<file path="config.mk">
export PLATFORM = sky130hd
export DESIGN_NAME = bip_prioritizer
export DESIGN_NICKNAME = d
export VERILOG_FILES = /design/src/bip_pkg.sv /design/src/bip_sync.sv /design/src/bip_timer.sv /design/src/bip_prioritizer.sv
export SDC_FILE = /design/constraint.sdc
export NUM_CORES = 1
export LEC_CHECK = 0
export ABC_AREA = 1
export BUFFER_PORTS_ARGS = -buffer_cell sky130_fd_sc_hd__buf_4
export CORE_MARGIN = 10
export CORE_UTILIZATION = 34
export DETAILED_ROUTE_END_ITERATION = 6
export GPL_ROUTABILITY_DRIVEN = 0
export PLACE_DENSITY = 0.53
export SYNTH_ARGS = -nofsm -noshare
export SYNTH_HDL_FRONTEND = slang
export SYNTH_SLANG_ARGS = --single-unit
</file>
<file path="constraint.sdc">
create_clock -name core_clk_in -period 5.4 [get_ports core_clk_in]
set_clock_uncertainty 0.05 [all_clocks]
set_input_delay 0.81 -clock core_clk_in [delete_from_list [all_inputs] [get_ports core_clk_in]]
set_output_delay 0.81 -clock core_clk_in [all_outputs]
set_load 0.01 [all_outputs]
</file>
<file path="src/bip_pkg.sv">
package bip_pkg;

  // Register port geometry
  localparam int unsigned BIP_ADDR_W = 8;
  localparam int unsigned BIP_DATA_W = 32;

  // Register offsets
  localparam logic [7:0] BIP_OFF_CTRL0 = 8'h00;
  localparam logic [7:0] BIP_OFF_CTRL1 = 8'h04;
  localparam logic [7:0] BIP_OFF_VBASE = 8'h08;
  localparam logic [7:0] BIP_OFF_STATUS = 8'h0c;
  localparam logic [7:0] BIP_OFF_PEND = 8'h10;
  localparam logic [7:0] BIP_OFF_TCTL = 8'h14;
  localparam logic [7:0] BIP_OFF_TLOAD = 8'h18;
  localparam logic [7:0] BIP_TLOAD_STEP = 8'h04;

  // interrupt_control_zero fields
  localparam int unsigned BIP_C0_TICK = 0;
  localparam int unsigned BIP_C0_SUB_EDGE = 1;
  localparam int unsigned BIP_C0_SUB_LVL = 2;
  localparam int unsigned BIP_C0_SERIAL = 3;
  localparam int unsigned BIP_C0_TMR = 4;
  localparam int unsigned BIP_C0_BUS = 8;
  localparam int unsigned BIP_C0_W = 15;

  // interrupt_control_one fields
  localparam int unsigned BIP_C1_PFAIL = 0;
  localparam int unsigned BIP_C1_ABORT = 1;
  localparam int unsigned BIP_C1_PARITY = 2;
  localparam int unsigned BIP_C1_GLOBAL = 3;
  localparam int unsigned BIP_C1_TICK_HI = 4;
  localparam int unsigned BIP_C1_W = 5;

  // Status fields, write one to clear
  localparam int unsigned BIP_ST_PARITY = 0;
  localparam int unsigned BIP_ST_TMR = 1;
  localparam int unsigned BIP_ST_W = 4;

  // Reset values
  localparam logic [BIP_C0_W-1:0] BIP_CTRL0_RST = 15'h0000;
  localparam logic [BIP_C1_W-1:0] BIP_CTRL1_RST = 5'h00;
  localparam logic [3:0] BIP_VBASE_RST = 4'h0;

  // Timers
  localparam int unsigned BIP_TMR_NUM = 3;
  localparam int unsigned BIP_TMR_W = 24;
  localparam int unsigned BIP_TMR_PRESCALE = 16;

  // Synchronised pin vector layout
  localparam int unsigned BIP_PIN_PFAIL = 0;
  localparam int unsigned BIP_PIN_ABORT = 1;
  localparam int unsigned BIP_PIN_PARITY = 2;
  localparam int unsigned BIP_PIN_TICK = 3;
  localparam int unsigned BIP_PIN_SUB = 4;
  localparam int unsigned BIP_PIN_SERIAL = 5;
  localparam int unsigned BIP_PIN_BUS = 6;
  localparam int unsigned BIP_PIN_W = 13;
  localparam logic [BIP_PIN_W-1:0] BIP_PIN_RST = 13'h1ffb;

  // Priority grid: seven levels by six groups
  localparam int unsigned BIP_LEVELS = 7;
  localparam int unsigned BIP_GROUPS = 6;
  localparam int unsigned BIP_SLOTS = 42;

  function automatic int bip_slot(input int lvl, input int grp);
    return (lvl - 1) * BIP_GROUPS + (grp - 1);
  endfunction

  localparam int BIP_S_PFAIL = bip_slot(7, 6);
  localparam int BIP_S_ABORT = bip_slot(7, 5);
  localparam int BIP_S_PARITY = bip_slot(7, 4);
  localparam int BIP_S_TMR0 = bip_slot(7, 3);
  localparam int BIP_S_TMR1 = bip_slot(6, 3);
  localparam int BIP_S_TMR2 = bip_slot(5, 3);
  localparam int BIP_S_SUB_EDGE = bip_slot(6, 4);
  localparam int BIP_S_TICK_HI = bip_slot(6, 2);
  localparam int BIP_S_TICK_LO = bip_slot(3, 2);
  localparam int BIP_S_SERIAL = bip_slot(5, 2);
  localparam int BIP_S_SUB_LVL = bip_slot(4, 2);

  // Hardware part of each vector
  localparam logic [3:0] BIP_VN_PFAIL = 4'hb;
  localparam logic [3:0] BIP_VN_ABORT = 4'ha;
  localparam logic [3:0] BIP_VN_PARITY = 4'h8;
  localparam logic [3:0] BIP_VN_TMR0 = 4'h0;
  localparam logic [3:0] BIP_VN_TMR1 = 4'h1;
  localparam logic [3:0] BIP_VN_TMR2 = 4'h2;
  localparam logic [3:0] BIP_VN_TICK_HI = 4'h5;
  localparam logic [3:0] BIP_VN_TICK_LO = 4'h7;
  localparam logic [3:0] BIP_VN_SUB_EDGE = 4'h3;
  localparam logic [3:0] BIP_VN_SPURIOUS = 4'hf;

endpackage

</file>
<file path="src/bip_sync.sv">
`timescale 1ns/1ns
// Two-stage synchroniser for asynchronous pins
module bip_sync #(
  parameter int unsigned WIDTH = 1,
  parameter logic [WIDTH-1:0] RESET_VAL = '0
) (
  input wire logic core_clk_in,
  input wire logic rst_n_in,
  input wire logic [WIDTH-1:0] async_in,
  output logic [WIDTH-1:0] sync_out
);

  logic [WIDTH-1:0] meta_r;
  logic [WIDTH-1:0] sync_r;

  // First stage feeds only the second
  always_ff @(posedge core_clk_in)
  begin
    if (!rst_n_in)
    begin
      meta_r <= RESET_VAL;
      sync_r <= RESET_VAL;
    end
    else
    begin
      meta_r <= async_in;
      sync_r <= meta_r;
    end
  end

  assign sync_out = sync_r;

endmodule

</file>
<file path="src/bip_timer.sv">
`timescale 1ns/1ns
// Down-counter with fixed prescaler and automatic reload
module bip_timer #(
  parameter int unsigned WIDTH = 24,
  parameter int unsigned PRESCALE = 16
) (
  input wire logic core_clk_in,
  input wire logic rst_n_in,
  input wire logic enable_in,
  input wire logic [WIDTH-1:0] load_in,
  output logic timeout_out
);

  localparam int unsigned PRE_W = (PRESCALE > 1) ? $clog2(PRESCALE) : 1;
  localparam logic [PRE_W-1:0] PRE_LAST = PRE_W'(PRESCALE - 1);

  logic [PRE_W-1:0] pre_r;
  logic [WIDTH-1:0] count_r;
  logic timeout_r;
  wire pre_tick = enable_in && (pre_r == PRE_LAST);
  wire at_zero = (count_r == '0);

  // Prescaler, counter and time-out pulse
  always_ff @(posedge core_clk_in)
  begin
    if (!rst_n_in)
    begin
      pre_r <= '0;
      count_r <= '0;
      timeout_r <= 1'b0;
    end
    else if (!enable_in)
    begin
      pre_r <= '0;
      count_r <= load_in; // Stopped timer holds its preload
      timeout_r <= 1'b0;
    end
    else
    begin
      pre_r <= pre_tick ? '0 : pre_r + 1'b1;
      timeout_r <= pre_tick && at_zero;
      if (pre_tick)
      begin
        count_r <= at_zero ? load_in : count_r - 1'b1;
      end
    end
  end

  assign timeout_out = timeout_r;

endmodule

</file>
<file path="src/bip_prioritizer.sv">
`timescale 1ns/1ns
// What this block does
// - Take eighteen requests, rank them in seven levels of six groups.
// - Higher level beats lower; within a level higher group wins.
// - Vector is software upper nibble plus per-source hardware nibble.
// - One global mask bit blocks every request together.
// - Requests are edge latched except serial, subsystem level and bus lines.
// - Unmasked power fail gives level 7 group 6, nibble B, cleared by ack.
// - Unmasked abort edge gives level 7 group 5, nibble A, ack clears.
// - Parity error gives level 7 group 4 with nibble 8.
// - Parity status latches regardless of enable until software writes one.
// - Falling tick edge latched; level 6 nibble 5 or level 3 nibble 7.
// - Subsystem line feeds level 6 group 4 edge and level 4 group 2 level.
// - Timers request levels 7, 6, 5 in group 3, nibbles 0, 1, 2.
// - Timers are 24 bits, counting at the clock divided by sixteen.
// - Timer time-out sets status bit, cleared by writing one.
// - Own vector for all but bus, serial and subsystem level sources.
// - Serial request is one level input; the serial part supplies vector.
module bip_prioritizer
  import bip_pkg::*;
#(
  parameter int unsigned TMR_PRESCALE = BIP_TMR_PRESCALE
) (
  input wire logic core_clk_in,
  input wire logic rst_n_in,
  input wire logic [BIP_ADDR_W-1:0] reg_addr_in,
  input wire logic [BIP_DATA_W-1:0] reg_wdata_in,
  input wire logic reg_wr_in,
  input wire logic reg_rd_in,
  output logic [BIP_DATA_W-1:0] reg_rdata_out,
  input wire logic power_fail_n_in,
  input wire logic abort_n_in,
  input wire logic parity_error_request_in,
  input wire logic serial_output_bit_three_in,
  input wire logic subsystem_bus_request_n_in,
  input wire logic serial_controller_request_n_in,
  input wire logic [BIP_LEVELS-1:0] bus_interrupt_n_in,
  input wire logic iack_in,
  input wire logic [2:0] iack_level_in,
  output logic [2:0] ipl_out,
  output logic [7:0] vector_out,
  output logic vector_valid_out,
  output logic vector_external_out
);

  ////////////////////////////////////////////////////////////////////////////
  // Helpers

  // Highest set slot index
  function automatic logic [5:0] top_slot(input logic [BIP_SLOTS-1:0] req);
    top_slot = '0;
    for (int i = 0; i < BIP_SLOTS; i++)
    begin
      if (req[i])
      begin
        top_slot = 6'(i);
      end
    end
  endfunction

  // Slots belonging to one level
  function automatic logic [BIP_SLOTS-1:0] level_mask(input logic [2:0] lvl);
    level_mask = '0;
    for (int i = 0; i < BIP_SLOTS; i++)
    begin
      level_mask[i] = ((i / BIP_GROUPS) + 1 == int'(lvl));
    end
  endfunction

  // Level of a slot
  function automatic logic [2:0] slot_level(input logic [5:0] slot);
    return 3'((int'(slot) / BIP_GROUPS) + 1);
  endfunction

  // Hardware vector nibble per slot
  function automatic logic [3:0] slot_nibble(input logic [5:0] slot);
    case (int'(slot))
      BIP_S_PFAIL: slot_nibble = BIP_VN_PFAIL;
      BIP_S_ABORT: slot_nibble = BIP_VN_ABORT;
      BIP_S_PARITY: slot_nibble = BIP_VN_PARITY;
      BIP_S_TMR0: slot_nibble = BIP_VN_TMR0;
      BIP_S_TMR1: slot_nibble = BIP_VN_TMR1;
      BIP_S_TMR2: slot_nibble = BIP_VN_TMR2;
      BIP_S_TICK_HI: slot_nibble = BIP_VN_TICK_HI;
      BIP_S_TICK_LO: slot_nibble = BIP_VN_TICK_LO;
      BIP_S_SUB_EDGE: slot_nibble = BIP_VN_SUB_EDGE;
      default: slot_nibble = BIP_VN_SPURIOUS;
    endcase
  endfunction

  // Sources whose vector comes from elsewhere
  function automatic logic slot_external(input logic [5:0] slot);
    return (int'(slot) % BIP_GROUPS == 0) || (int'(slot) == BIP_S_SERIAL) ||
           (int'(slot) == BIP_S_SUB_LVL);
  endfunction

  ////////////////////////////////////////////////////////////////////////////
  // Pins

  logic [BIP_PIN_W-1:0] pin_sync;
  logic [BIP_PIN_W-1:0] pin_prev_r;

  bip_sync #(
    .WIDTH(BIP_PIN_W),
    .RESET_VAL(BIP_PIN_RST)
  ) u_sync (
    .core_clk_in(core_clk_in),
    .rst_n_in(rst_n_in),
    .async_in({bus_interrupt_n_in, serial_controller_request_n_in,
               subsystem_bus_request_n_in, serial_output_bit_three_in,
               parity_error_request_in, abort_n_in, power_fail_n_in}),
    .sync_out(pin_sync)
  );

  // Edge events on synchronised pins
  wire pfail_edge = pin_prev_r[BIP_PIN_PFAIL] && !pin_sync[BIP_PIN_PFAIL];
  wire abort_edge = pin_prev_r[BIP_PIN_ABORT] && !pin_sync[BIP_PIN_ABORT];
  wire parity_edge = !pin_prev_r[BIP_PIN_PARITY] &&
                     pin_sync[BIP_PIN_PARITY];
  wire tick_edge = pin_prev_r[BIP_PIN_TICK] && !pin_sync[BIP_PIN_TICK];
  wire sub_edge = pin_prev_r[BIP_PIN_SUB] && !pin_sync[BIP_PIN_SUB];
  wire sub_level = !pin_sync[BIP_PIN_SUB];
  wire serial_level = !pin_sync[BIP_PIN_SERIAL];
  wire [BIP_LEVELS-1:0] bus_level = ~pin_sync[BIP_PIN_BUS +: BIP_LEVELS];

  ////////////////////////////////////////////////////////////////////////////
  // Registers and decode

  logic [BIP_C0_W-1:0] ctrl0_r;
  logic [BIP_C1_W-1:0] ctrl1_r;
  logic [3:0] vbase_r;
  logic [BIP_ST_W-1:0] status_r;
  logic [BIP_TMR_NUM-1:0] tctl_r;
  logic [BIP_TMR_W-1:0] tload_r [BIP_TMR_NUM];
  logic [BIP_TMR_NUM-1:0] tmr_timeout;
  logic [BIP_DATA_W-1:0] rdata_r;

  wire wr_ctrl0 = reg_wr_in && (reg_addr_in == BIP_OFF_CTRL0);
  wire wr_ctrl1 = reg_wr_in && (reg_addr_in == BIP_OFF_CTRL1);
  wire wr_vbase = reg_wr_in && (reg_addr_in == BIP_OFF_VBASE);
  wire wr_status = reg_wr_in && (reg_addr_in == BIP_OFF_STATUS);
  wire wr_tctl = reg_wr_in && (reg_addr_in == BIP_OFF_TCTL);
  wire global_en = ctrl1_r[BIP_C1_GLOBAL];
  wire tick_hi = ctrl1_r[BIP_C1_TICK_HI];

  // Status set events: parity edge and timer time-outs
  wire [BIP_ST_W-1:0] status_set = {tmr_timeout, parity_edge};
  wire [BIP_ST_W-1:0] status_clr = wr_status ?
                                   reg_wdata_in[BIP_ST_W-1:0] : '0;
  wire [BIP_ST_W-1:0] status_nxt = status_set |
                                   (status_r & ~status_clr);

  // Control and status registers
  always_ff @(posedge core_clk_in)
  begin
    if (!rst_n_in)
    begin
      ctrl0_r <= BIP_CTRL0_RST;
      ctrl1_r <= BIP_CTRL1_RST;
      vbase_r <= BIP_VBASE_RST;
      status_r <= '0;
      tctl_r <= '0;
    end
    else
    begin
      if (wr_ctrl0) ctrl0_r <= reg_wdata_in[BIP_C0_W-1:0];
      if (wr_ctrl1) ctrl1_r <= reg_wdata_in[BIP_C1_W-1:0];
      if (wr_vbase) vbase_r <= reg_wdata_in[3:0];
      if (wr_tctl) tctl_r <= reg_wdata_in[BIP_TMR_NUM-1:0];
      status_r <= status_nxt;
    end
  end

  // Timers with their preload registers
  wire [BIP_TMR_W-1:0] tload_rd [BIP_TMR_NUM];
  genvar t;
  generate
    for (t = 0; t < BIP_TMR_NUM; t++)
    begin : g_tmr
      localparam logic [7:0] OFF = 8'(BIP_OFF_TLOAD + t * BIP_TLOAD_STEP);
      wire wr_load = reg_wr_in && (reg_addr_in == OFF);

      always_ff @(posedge core_clk_in)
      begin
        if (!rst_n_in)
          tload_r[t] <= '0;
        else if (wr_load)
          tload_r[t] <= reg_wdata_in[BIP_TMR_W-1:0];
      end

      bip_timer #(
        .WIDTH(BIP_TMR_W),
        .PRESCALE(TMR_PRESCALE)
      ) u_timer (
        .core_clk_in(core_clk_in),
        .rst_n_in(rst_n_in),
        .enable_in(tctl_r[t]),
        .load_in(tload_r[t]),
        .timeout_out(tmr_timeout[t])
      );

      assign tload_rd[t] = tload_r[t];
    end
  endgenerate

  ////////////////////////////////////////////////////////////////////////////
  // Edge latches and request grid

  // Latched edge sources: power fail, abort, parity, tick, subsystem edge
  logic pfail_r;
  logic abort_r;
  logic parity_r;
  logic tick_r;
  logic sub_edge_r;
  logic [BIP_SLOTS-1:0] req;

  // Acknowledge decode
  wire [BIP_SLOTS-1:0] ack_req = req & level_mask(iack_level_in);
  wire ack_hit = iack_in && (ack_req != '0);
  wire [5:0] ack_slot = top_slot(ack_req);
  wire clr_pfail = ack_hit && (int'(ack_slot) == BIP_S_PFAIL);
  wire clr_abort = ack_hit && (int'(ack_slot) == BIP_S_ABORT);
  wire clr_parity = ack_hit && (int'(ack_slot) == BIP_S_PARITY);
  wire clr_tick = ack_hit && ((int'(ack_slot) == BIP_S_TICK_HI) ||
                              (int'(ack_slot) == BIP_S_TICK_LO));
  wire clr_sub = ack_hit && (int'(ack_slot) == BIP_S_SUB_EDGE);

  // Set wins over acknowledge clear
  always_ff @(posedge core_clk_in)
  begin
    if (!rst_n_in)
    begin
      pfail_r <= 1'b0;
      abort_r <= 1'b0;
      parity_r <= 1'b0;
      tick_r <= 1'b0;
      sub_edge_r <= 1'b0;
      pin_prev_r <= BIP_PIN_RST;
    end
    else
    begin
      pfail_r <= pfail_edge || (pfail_r && !clr_pfail);
      abort_r <= abort_edge || (abort_r && !clr_abort);
      parity_r <= parity_edge || (parity_r && !clr_parity);
      tick_r <= tick_edge || (tick_r && !clr_tick);
      sub_edge_r <= sub_edge || (sub_edge_r && !clr_sub);
      pin_prev_r <= pin_sync;
    end
  end

  // Fill the grid; unlisted slots, level 7 group 2 among them, stay low
  always_comb
  begin
    req = '0;
    for (int l = 1; l <= BIP_LEVELS; l++)
    begin
      req[bip_slot(l, 1)] = bus_level[l-1] &&
                            ctrl0_r[BIP_C0_BUS + l - 1];
    end
    req[BIP_S_PFAIL] = pfail_r && ctrl1_r[BIP_C1_PFAIL];
    req[BIP_S_ABORT] = abort_r && ctrl1_r[BIP_C1_ABORT];
    req[BIP_S_PARITY] = parity_r && ctrl1_r[BIP_C1_PARITY];
    req[BIP_S_TMR0] = status_r[BIP_ST_TMR] && ctrl0_r[BIP_C0_TMR];
    req[BIP_S_TMR1] = status_r[BIP_ST_TMR + 1] &&
                      ctrl0_r[BIP_C0_TMR + 1];
    req[BIP_S_TMR2] = status_r[BIP_ST_TMR + 2] &&
                      ctrl0_r[BIP_C0_TMR + 2];
    req[BIP_S_TICK_HI] = tick_r && ctrl0_r[BIP_C0_TICK] && tick_hi;
    req[BIP_S_TICK_LO] = tick_r && ctrl0_r[BIP_C0_TICK] && !tick_hi;
    req[BIP_S_SUB_EDGE] = sub_edge_r && ctrl0_r[BIP_C0_SUB_EDGE];
    req[BIP_S_SUB_LVL] = sub_level && ctrl0_r[BIP_C0_SUB_LVL];
    req[BIP_S_SERIAL] = serial_level && ctrl0_r[BIP_C0_SERIAL];
    if (!global_en)
      req = '0;
  end

  ////////////////////////////////////////////////////////////////////////////
  // Processor side

  logic [2:0] ipl_r;
  logic [7:0] vector_r;
  logic vector_valid_r;
  logic vector_external_r;

  wire any_req = (req != '0);
  wire [2:0] ipl_nxt = any_req ? slot_level(top_slot(req)) : 3'h0;
  wire [3:0] ack_nibble = ack_hit ? slot_nibble(ack_slot) : BIP_VN_SPURIOUS;

  // Level presentation and acknowledge answer
  always_ff @(posedge core_clk_in)
  begin
    if (!rst_n_in)
    begin
      ipl_r <= 3'h0;
      vector_r <= 8'h00;
      vector_valid_r <= 1'b0;
      vector_external_r <= 1'b0;
    end
    else
    begin
      ipl_r <= ipl_nxt;
      vector_valid_r <= iack_in;
      if (iack_in)
      begin
        vector_r <= {vbase_r, ack_nibble};
        vector_external_r <= ack_hit && slot_external(ack_slot);
      end
    end
  end

  ////////////////////////////////////////////////////////////////////////////
  // Read port

  logic [BIP_DATA_W-1:0] rd_mux;

  // Read selection, unmapped reads zero
  always_comb
  begin
    rd_mux = '0;
    unique case (reg_addr_in)
      BIP_OFF_CTRL0: rd_mux[BIP_C0_W-1:0] = ctrl0_r;
      BIP_OFF_CTRL1: rd_mux[BIP_C1_W-1:0] = ctrl1_r;
      BIP_OFF_VBASE: rd_mux[3:0] = vbase_r;
      BIP_OFF_STATUS: rd_mux[BIP_ST_W-1:0] = status_r;
      BIP_OFF_PEND: rd_mux[7:0] = {ipl_r, sub_edge_r, tick_r, parity_r,
                                   abort_r, pfail_r};
      BIP_OFF_TCTL: rd_mux[BIP_TMR_NUM-1:0] = tctl_r;
      default:
      begin
        for (int i = 0; i < BIP_TMR_NUM; i++)
        begin
          if (reg_addr_in == 8'(BIP_OFF_TLOAD + i * BIP_TLOAD_STEP))
            rd_mux[BIP_TMR_W-1:0] = tload_rd[i];
        end
      end
    endcase
  end

  // Read data one cycle after the strobe, zero otherwise
  always_ff @(posedge core_clk_in)
  begin
    if (!rst_n_in)
      rdata_r <= '0;
    else
      rdata_r <= reg_rd_in ? rd_mux : '0;
  end

  assign reg_rdata_out = rdata_r;
  assign ipl_out = ipl_r;
  assign vector_out = vector_r;
  assign vector_valid_out = vector_valid_r;
  assign vector_external_out = vector_external_r;

endmodule

</file>
==> Word level (Yosys, flattened, before mapping) <==
Memory sizes are Yosys's and may differ from the RTL's.
Index checks and enable logic that the tools add are counted.
{ "word_totals": {"reg_bits": 199, "ramBits": 72, "input_bits": 61, "n_memories": 1} }
{ "memory_table": {"columns": ["memory", "depth", "width", "rd", "rd_clocked_by_memory_dff", "wr", "line", "source"], "rows": [
  ["tload_r", 3, 24, 3, 0, 3, "bip_prioritizer.sv:134", "logic [BIP_TMR_W-1:0] tload_r [BIP_TMR_NUM];"]
]} }
{ "classes": {"addsub": 7, "div_mod_pow": 2, "n_eq_ne": 38, "mux": 116, "bitwise": 13, "n_reduce_logical": 89} }
{ "op_table": {"columns": ["operator", "n"], "rows": [
  ["2-to-1 mux 6 bit", 80],
  ["2-to-1 mux 24 bit", 15],
  ["nonzero test 42 bit", 2],
  ["== test 6 bit, second input constant", 13],
  ["logical NOT 24 bit", 3],
  ["subtractor 24 x 1 -> 24 bit, second input constant", 3],
  ["logical AND 1 bit", 50],
  ["AND 42 bit", 1],
  ["2-to-1 mux 42 bit", 1],
  ["case mux 4 bit (9 select lines)", 1],
  ["divider 6 x 3 -> 32 bit, second input constant", 1],
  ["== test 8 x 5 -> 1 bit, second input constant", 4],
  ["logical NOT 32 bit", 1],
  ["modulo 6 x 3 -> 32 bit, second input constant", 1],
  ["== test 6 x 5 -> 1 bit, second input constant", 3],
  ["case mux 3 bit (6 select lines)", 1],
  ["== test 8 x 4 -> 1 bit, second input constant", 2],
  ["case mux 7 bit (2 select lines)", 1],
  ["adder 4 x 1 -> 4 bit, second input constant", 3],
  ["== test 3 bit, first input constant", 4],
  ["== test 4 bit, second input constant", 3],
  ["logical NOT 1 bit", 12],
  ["2-to-1 mux 1 bit", 12],
  ["OR reduction 3 bit", 4],
  ["23 further kinds", 44]
]} }

==> Depth between registers and ports, before layout <==
{ "logic_depth": {"word_depth": 51, "depth_mapped": 22, "ltp_nobuf": 21} }

==> Cells and area by module <==
Synthesis repeated with hierarchy kept, for this count alone.
{ "hier_totals": {"hier_cells": 1934, "hier_area_um2": 13720.7} }
{ "by_module_without_submodules": {"columns": ["mod", "instances", "cells_per_inst", "area_per_inst_um2", "seq_area_each_um2"], "rows": [
  ["bip_prioritizer", 1, 818, 6902.9, 3723.6],
  ["bip_timer", 3, 345, 2019.4, 580.6],
  ["bip_sync", 1, 81, 759.5, 520.5]
]} }

==> Worst setup path after synthesis <==
OpenSTA, ideal clock, no wires.
{ "synth_timing": {"path_type": "in2reg", "startpoint": "in reg_addr_in[1]", "endpoint": "mem tload_r[2][0], enable pin", "setup_ns": 0.438, "arrival_ns": 3.631, "setup_slack_ns": 1.281, "cell_stages": 6, "path_buffers": 1, "path_cell_list": "nor2_1 -> nand3_1 -> nor3_1 -> inv_1 -> clkbuf_1 -> o21ai_0"} }
{ "synth_rtl": {"columns": ["element", "line", "source"], "rows": [
  ["from (decl)", "bip_prioritizer.sv:26", "input wire logic [BIP_ADDR_W-1:0] reg_addr_in,"],
  ["to (decl)", "bip_prioritizer.sv:134", null]
]} }

==> Worst setup path after layout <==
{ "layout_timing": {"startpoint": "reg g_tmr[1].u_timer.count_r[18]", "endpoint": "reg g_tmr[1].u_timer.count_r[13]"} }
{ "layout_between": {"elab_chain_len": 4} }
{ "layout_rtl": {"columns": ["element", "line", "source"], "rows": [
  ["from (decl)", "bip_timer.sv:18", "logic [WIDTH-1:0] count_r;"],
  ["from (signal assigned)", "bip_timer.sv:35", "count_r <= load_in;"],
  ["from (signal assigned)", "bip_timer.sv:44", "count_r <= at_zero ? load_in : count_r - 1'b1;"],
  ["logical NOT 24 bit", "bip_timer.sv:21", "wire at_zero = (count_r == '0);"],
  ["2-to-1 mux 24 bit", "bip_timer.sv:44", null],
  ["2-to-1 mux 24 bit", "bip_timer.sv:42", "if (pre_tick)"],
  ["2-to-1 mux 24 bit", "bip_timer.sv:32", "else if (!enable_in)"]
]} }
No other way between the ends. The select of a mux whose other input is x is not followed.
A chain may end at the register's enable or synchronous reset.

==> run metrics <==
type of the most critical hold path=flop to flop; area post-placement=13700 um2; worst setup slack after layout=1830 ps; Total GRT Usage=16.8%; pwr dens=316 nW/um2; post-detail-place hpwl=28.8 mm; # DRC=0; vias in the first global route=10800; post-synth top area cell=dfxtp_1; Placed Instances=2109; dpl ws=1530 ps; IO buf count=89; status=complete, no violations; final antenna-violating net count=0; Setup crit start=g_tmr[1].u_timer.count_r[18]; Setup CP Type=flop to flop; Row Count=70; worst skew pair latency=560 ps; final core occ=40.3%; CP max-delay cell=clkinv_1; RSZ-0062 raised after global routing=no; Final min period=3570 ps; maximum VDD drop=226 uV; max_cap viols=0; n_diodes=0; Slew @ Worst Pin=1120 ps; final wirelength=38.8 mm; FILL cells=3786; Seq/Total Area, Yosys=47.5%; Hold Path Cell Cnt=2; Req. time, crit path=5770 ps; Tot Pwr=4.66 mW; Worst slew margin=25.1%; Final TNS setup=0 ps; Post-CTS Resized=0; Switch Pwr=1.08 mW; grt total ovfl=0; area delta synth->final=17.1%; wire length per cell=17.9 um; most used cell, CP=nand2_1; CTS tree=yes; Die Height=212 um; syn_area_per_cell=7.89 um2; Die X=212 um; share of power burned in registers=46.4%; Hold Slack=360 ps; share of layout cells above drive strength 1=14.5%; main area contributors after synthesis=dfxtp_1, edfxtp_1, nor2_1; RR Startpoint=g_tmr[1].u_timer.count_r[18]; Sw Share=23.2%; Yosys top cell area share=30.4%; Synth Instances=1595; setup bufs post-CTS=0; first-pass GRT wire length=60.4 mm; non-filler cells, final=2165; clk sinks=263; Top Ports=106; Gate power share=6.3%; clock group share of total power=47.3%; commonest cells in the netlist=nor2_1, nand2_1, inv_1; Worst EP arrival=3930 ps; Synth async-reset ratio=0%; Worst R2R End=g_tmr[1].u_timer.count_r[13]; Final Hold Viols=0; Yosys cell types=59; drt initial violations=907; area of the multi-input gates=5580 um2; critical path cell sequence=nor2_1, nand2_1, nor4_1, nand4_1, nand2_1, clkinv_1, o21ai_0, o22ai_1; Warnings, synthesis=0; Storage cell area=5990 um2; Post-CTS Hold Fix Bufs=0; Post-synth EDFFs=72; Final Max Slew Viols=0; Hold EP=u_sync.sync_out[2]; H-Tree Level Count=1; most frequent cell after synthesis=nor2_1; r2r setup slk=1830 ps; Crit. End Element=flop; Num CTS Buffers=30; DR vias=11000; Post-synth top flop=dfxtp_1; synthesis-stage register bit count=263; hold path startpoint=u_sync.meta_r[2]; crit path max fanout=27; Starting Density=34.4%; FMAX=280 MHz; Die ar.=45100 um2; startpoint types=flop; crit share post-route=66.0%; vias per cell=5.08; DR pass1 iterations=5; antenna violations before repair=1; core box area=36600 um2; R2R cell count=8; cell area after layout=14700 um2; Critical Path Max Stage Delay=840 ps; largest net degree at the start of global routing=53; final-report setup violation count=0; deepest clock path buffer count=3; clk slew on worst S/H paths=60 ps; root buffer cell=clkbuf_16; final net count=1746; synthesized cell area=12600 um2; P_int=3.58 mW; Pleak=6.22 nW
## placed cells by master (no fill, tap or decap), types with 5 or more instances in the layout
cell type,instances
edfxtp_1,72
inv_1,193
conb_1,8
clkinv_1,5
inv_2,11
o21ai_0,141
nand4_1,16
nor2_1,237
nor2_2,12
nor4_1,10
o21a_1,5
nand2_2,19
nand3_1,63
xor2_1,27
clkinv_2,5
o211ai_1,21
a221oi_1,17
clkbuf_1,8
ha_1,12
nand2_1,223
o22ai_1,44
clkbuf_16,31
a21oi_1,96
nor3_1,29
bufinv_16,6
a211oi_1,5
or2_2,26
buf_4,100
dfxtp_1,191
a31oi_1,5
## area by class of cell
cell class	instances	area share (%)
sequential	263	40.6
multi-input combinational	1071	37.8
clock buffer	42	5.75
inverter	207	5.27
timing repair buffer	100	5.09
tap	468	3.97
clock inverter	14	1.49
## flip-flops by register name (all words and copies together), names as in the netlist, 3 cells and up
| name | count |
|---|---|
| g_tmr.u_timer.count_r | 72 |
| tload_r | 72 |
| reg_rdata_out | 24 |
| ctrl0_r | 15 |
| u_sync.meta_r | 13 |
| u_sync.sync_out | 13 |
| g_tmr.u_timer.pre_r | 12 |
| vector_out | 8 |
| ctrl1_r | 5 |
| pin_prev_r | 5 |
| status_r | 4 |
| vbase_r | 4 |
| g_tmr.u_timer.timeout_out | 3 |
| ipl_out | 3 |
| tctl_r | 3 |
## kinds of logic after synthesis
| kind of cell | share of synthesized area (%) |
|---|---|
| simple gates | 23.9 |
| compound gates | 16.9 |
| buf+inv | 8.50 |
| flops | 47.5 |
| xor+xnor | 1.95 |
| fa+ha+maj | 1.19 |
| other cells | 0.0298 |
## how the worst max path moves through the flow
stage                                         endpoint  slack [ps]  cells past startpoint
after floorplan                          tload_r[2][0]        1280                      6
after global placement                   tload_r[1][2]        1630                      8
after detailed placement                tload_r[1][13]        1530                      8
after CTS                 g_tmr[1].u_timer.count_r[13]        1850                      8
after global routing      g_tmr[1].u_timer.count_r[13]        1490                      8
final                     g_tmr[1].u_timer.count_r[13]        1830                      8
## power by group through the flow
stage / combinational, mW / sequential (mW) / clock, mW
2_1_floorplan: 0.188 / 2.18 / 0
3_3_place_gp: 0.291 / 2.20 / 0
3_5_place_dp: 0.294 / 2.20 / 0
4_1_cts: 0.295 / 2.16 / 2.23
5_1_grt: 0.331 / 2.17 / 2.32
6_report: 0.294 / 2.16 / 2.20
## critical path: cells and delay by family (launching register included)
family          cells  cell delay [ps]
buf+inv             1              840
flops               1              320
simple gates        5             1560
compound gates      2              650
## layer usage
layer  wire length [um]  global-route usage [%]
met1              18200                    22.7
met2              17400                    27.1
met3               1940                    2.39
met4               1200                    5.47
met5                  0                       0
Note: power is estimated with default switching activity, not from simulation.
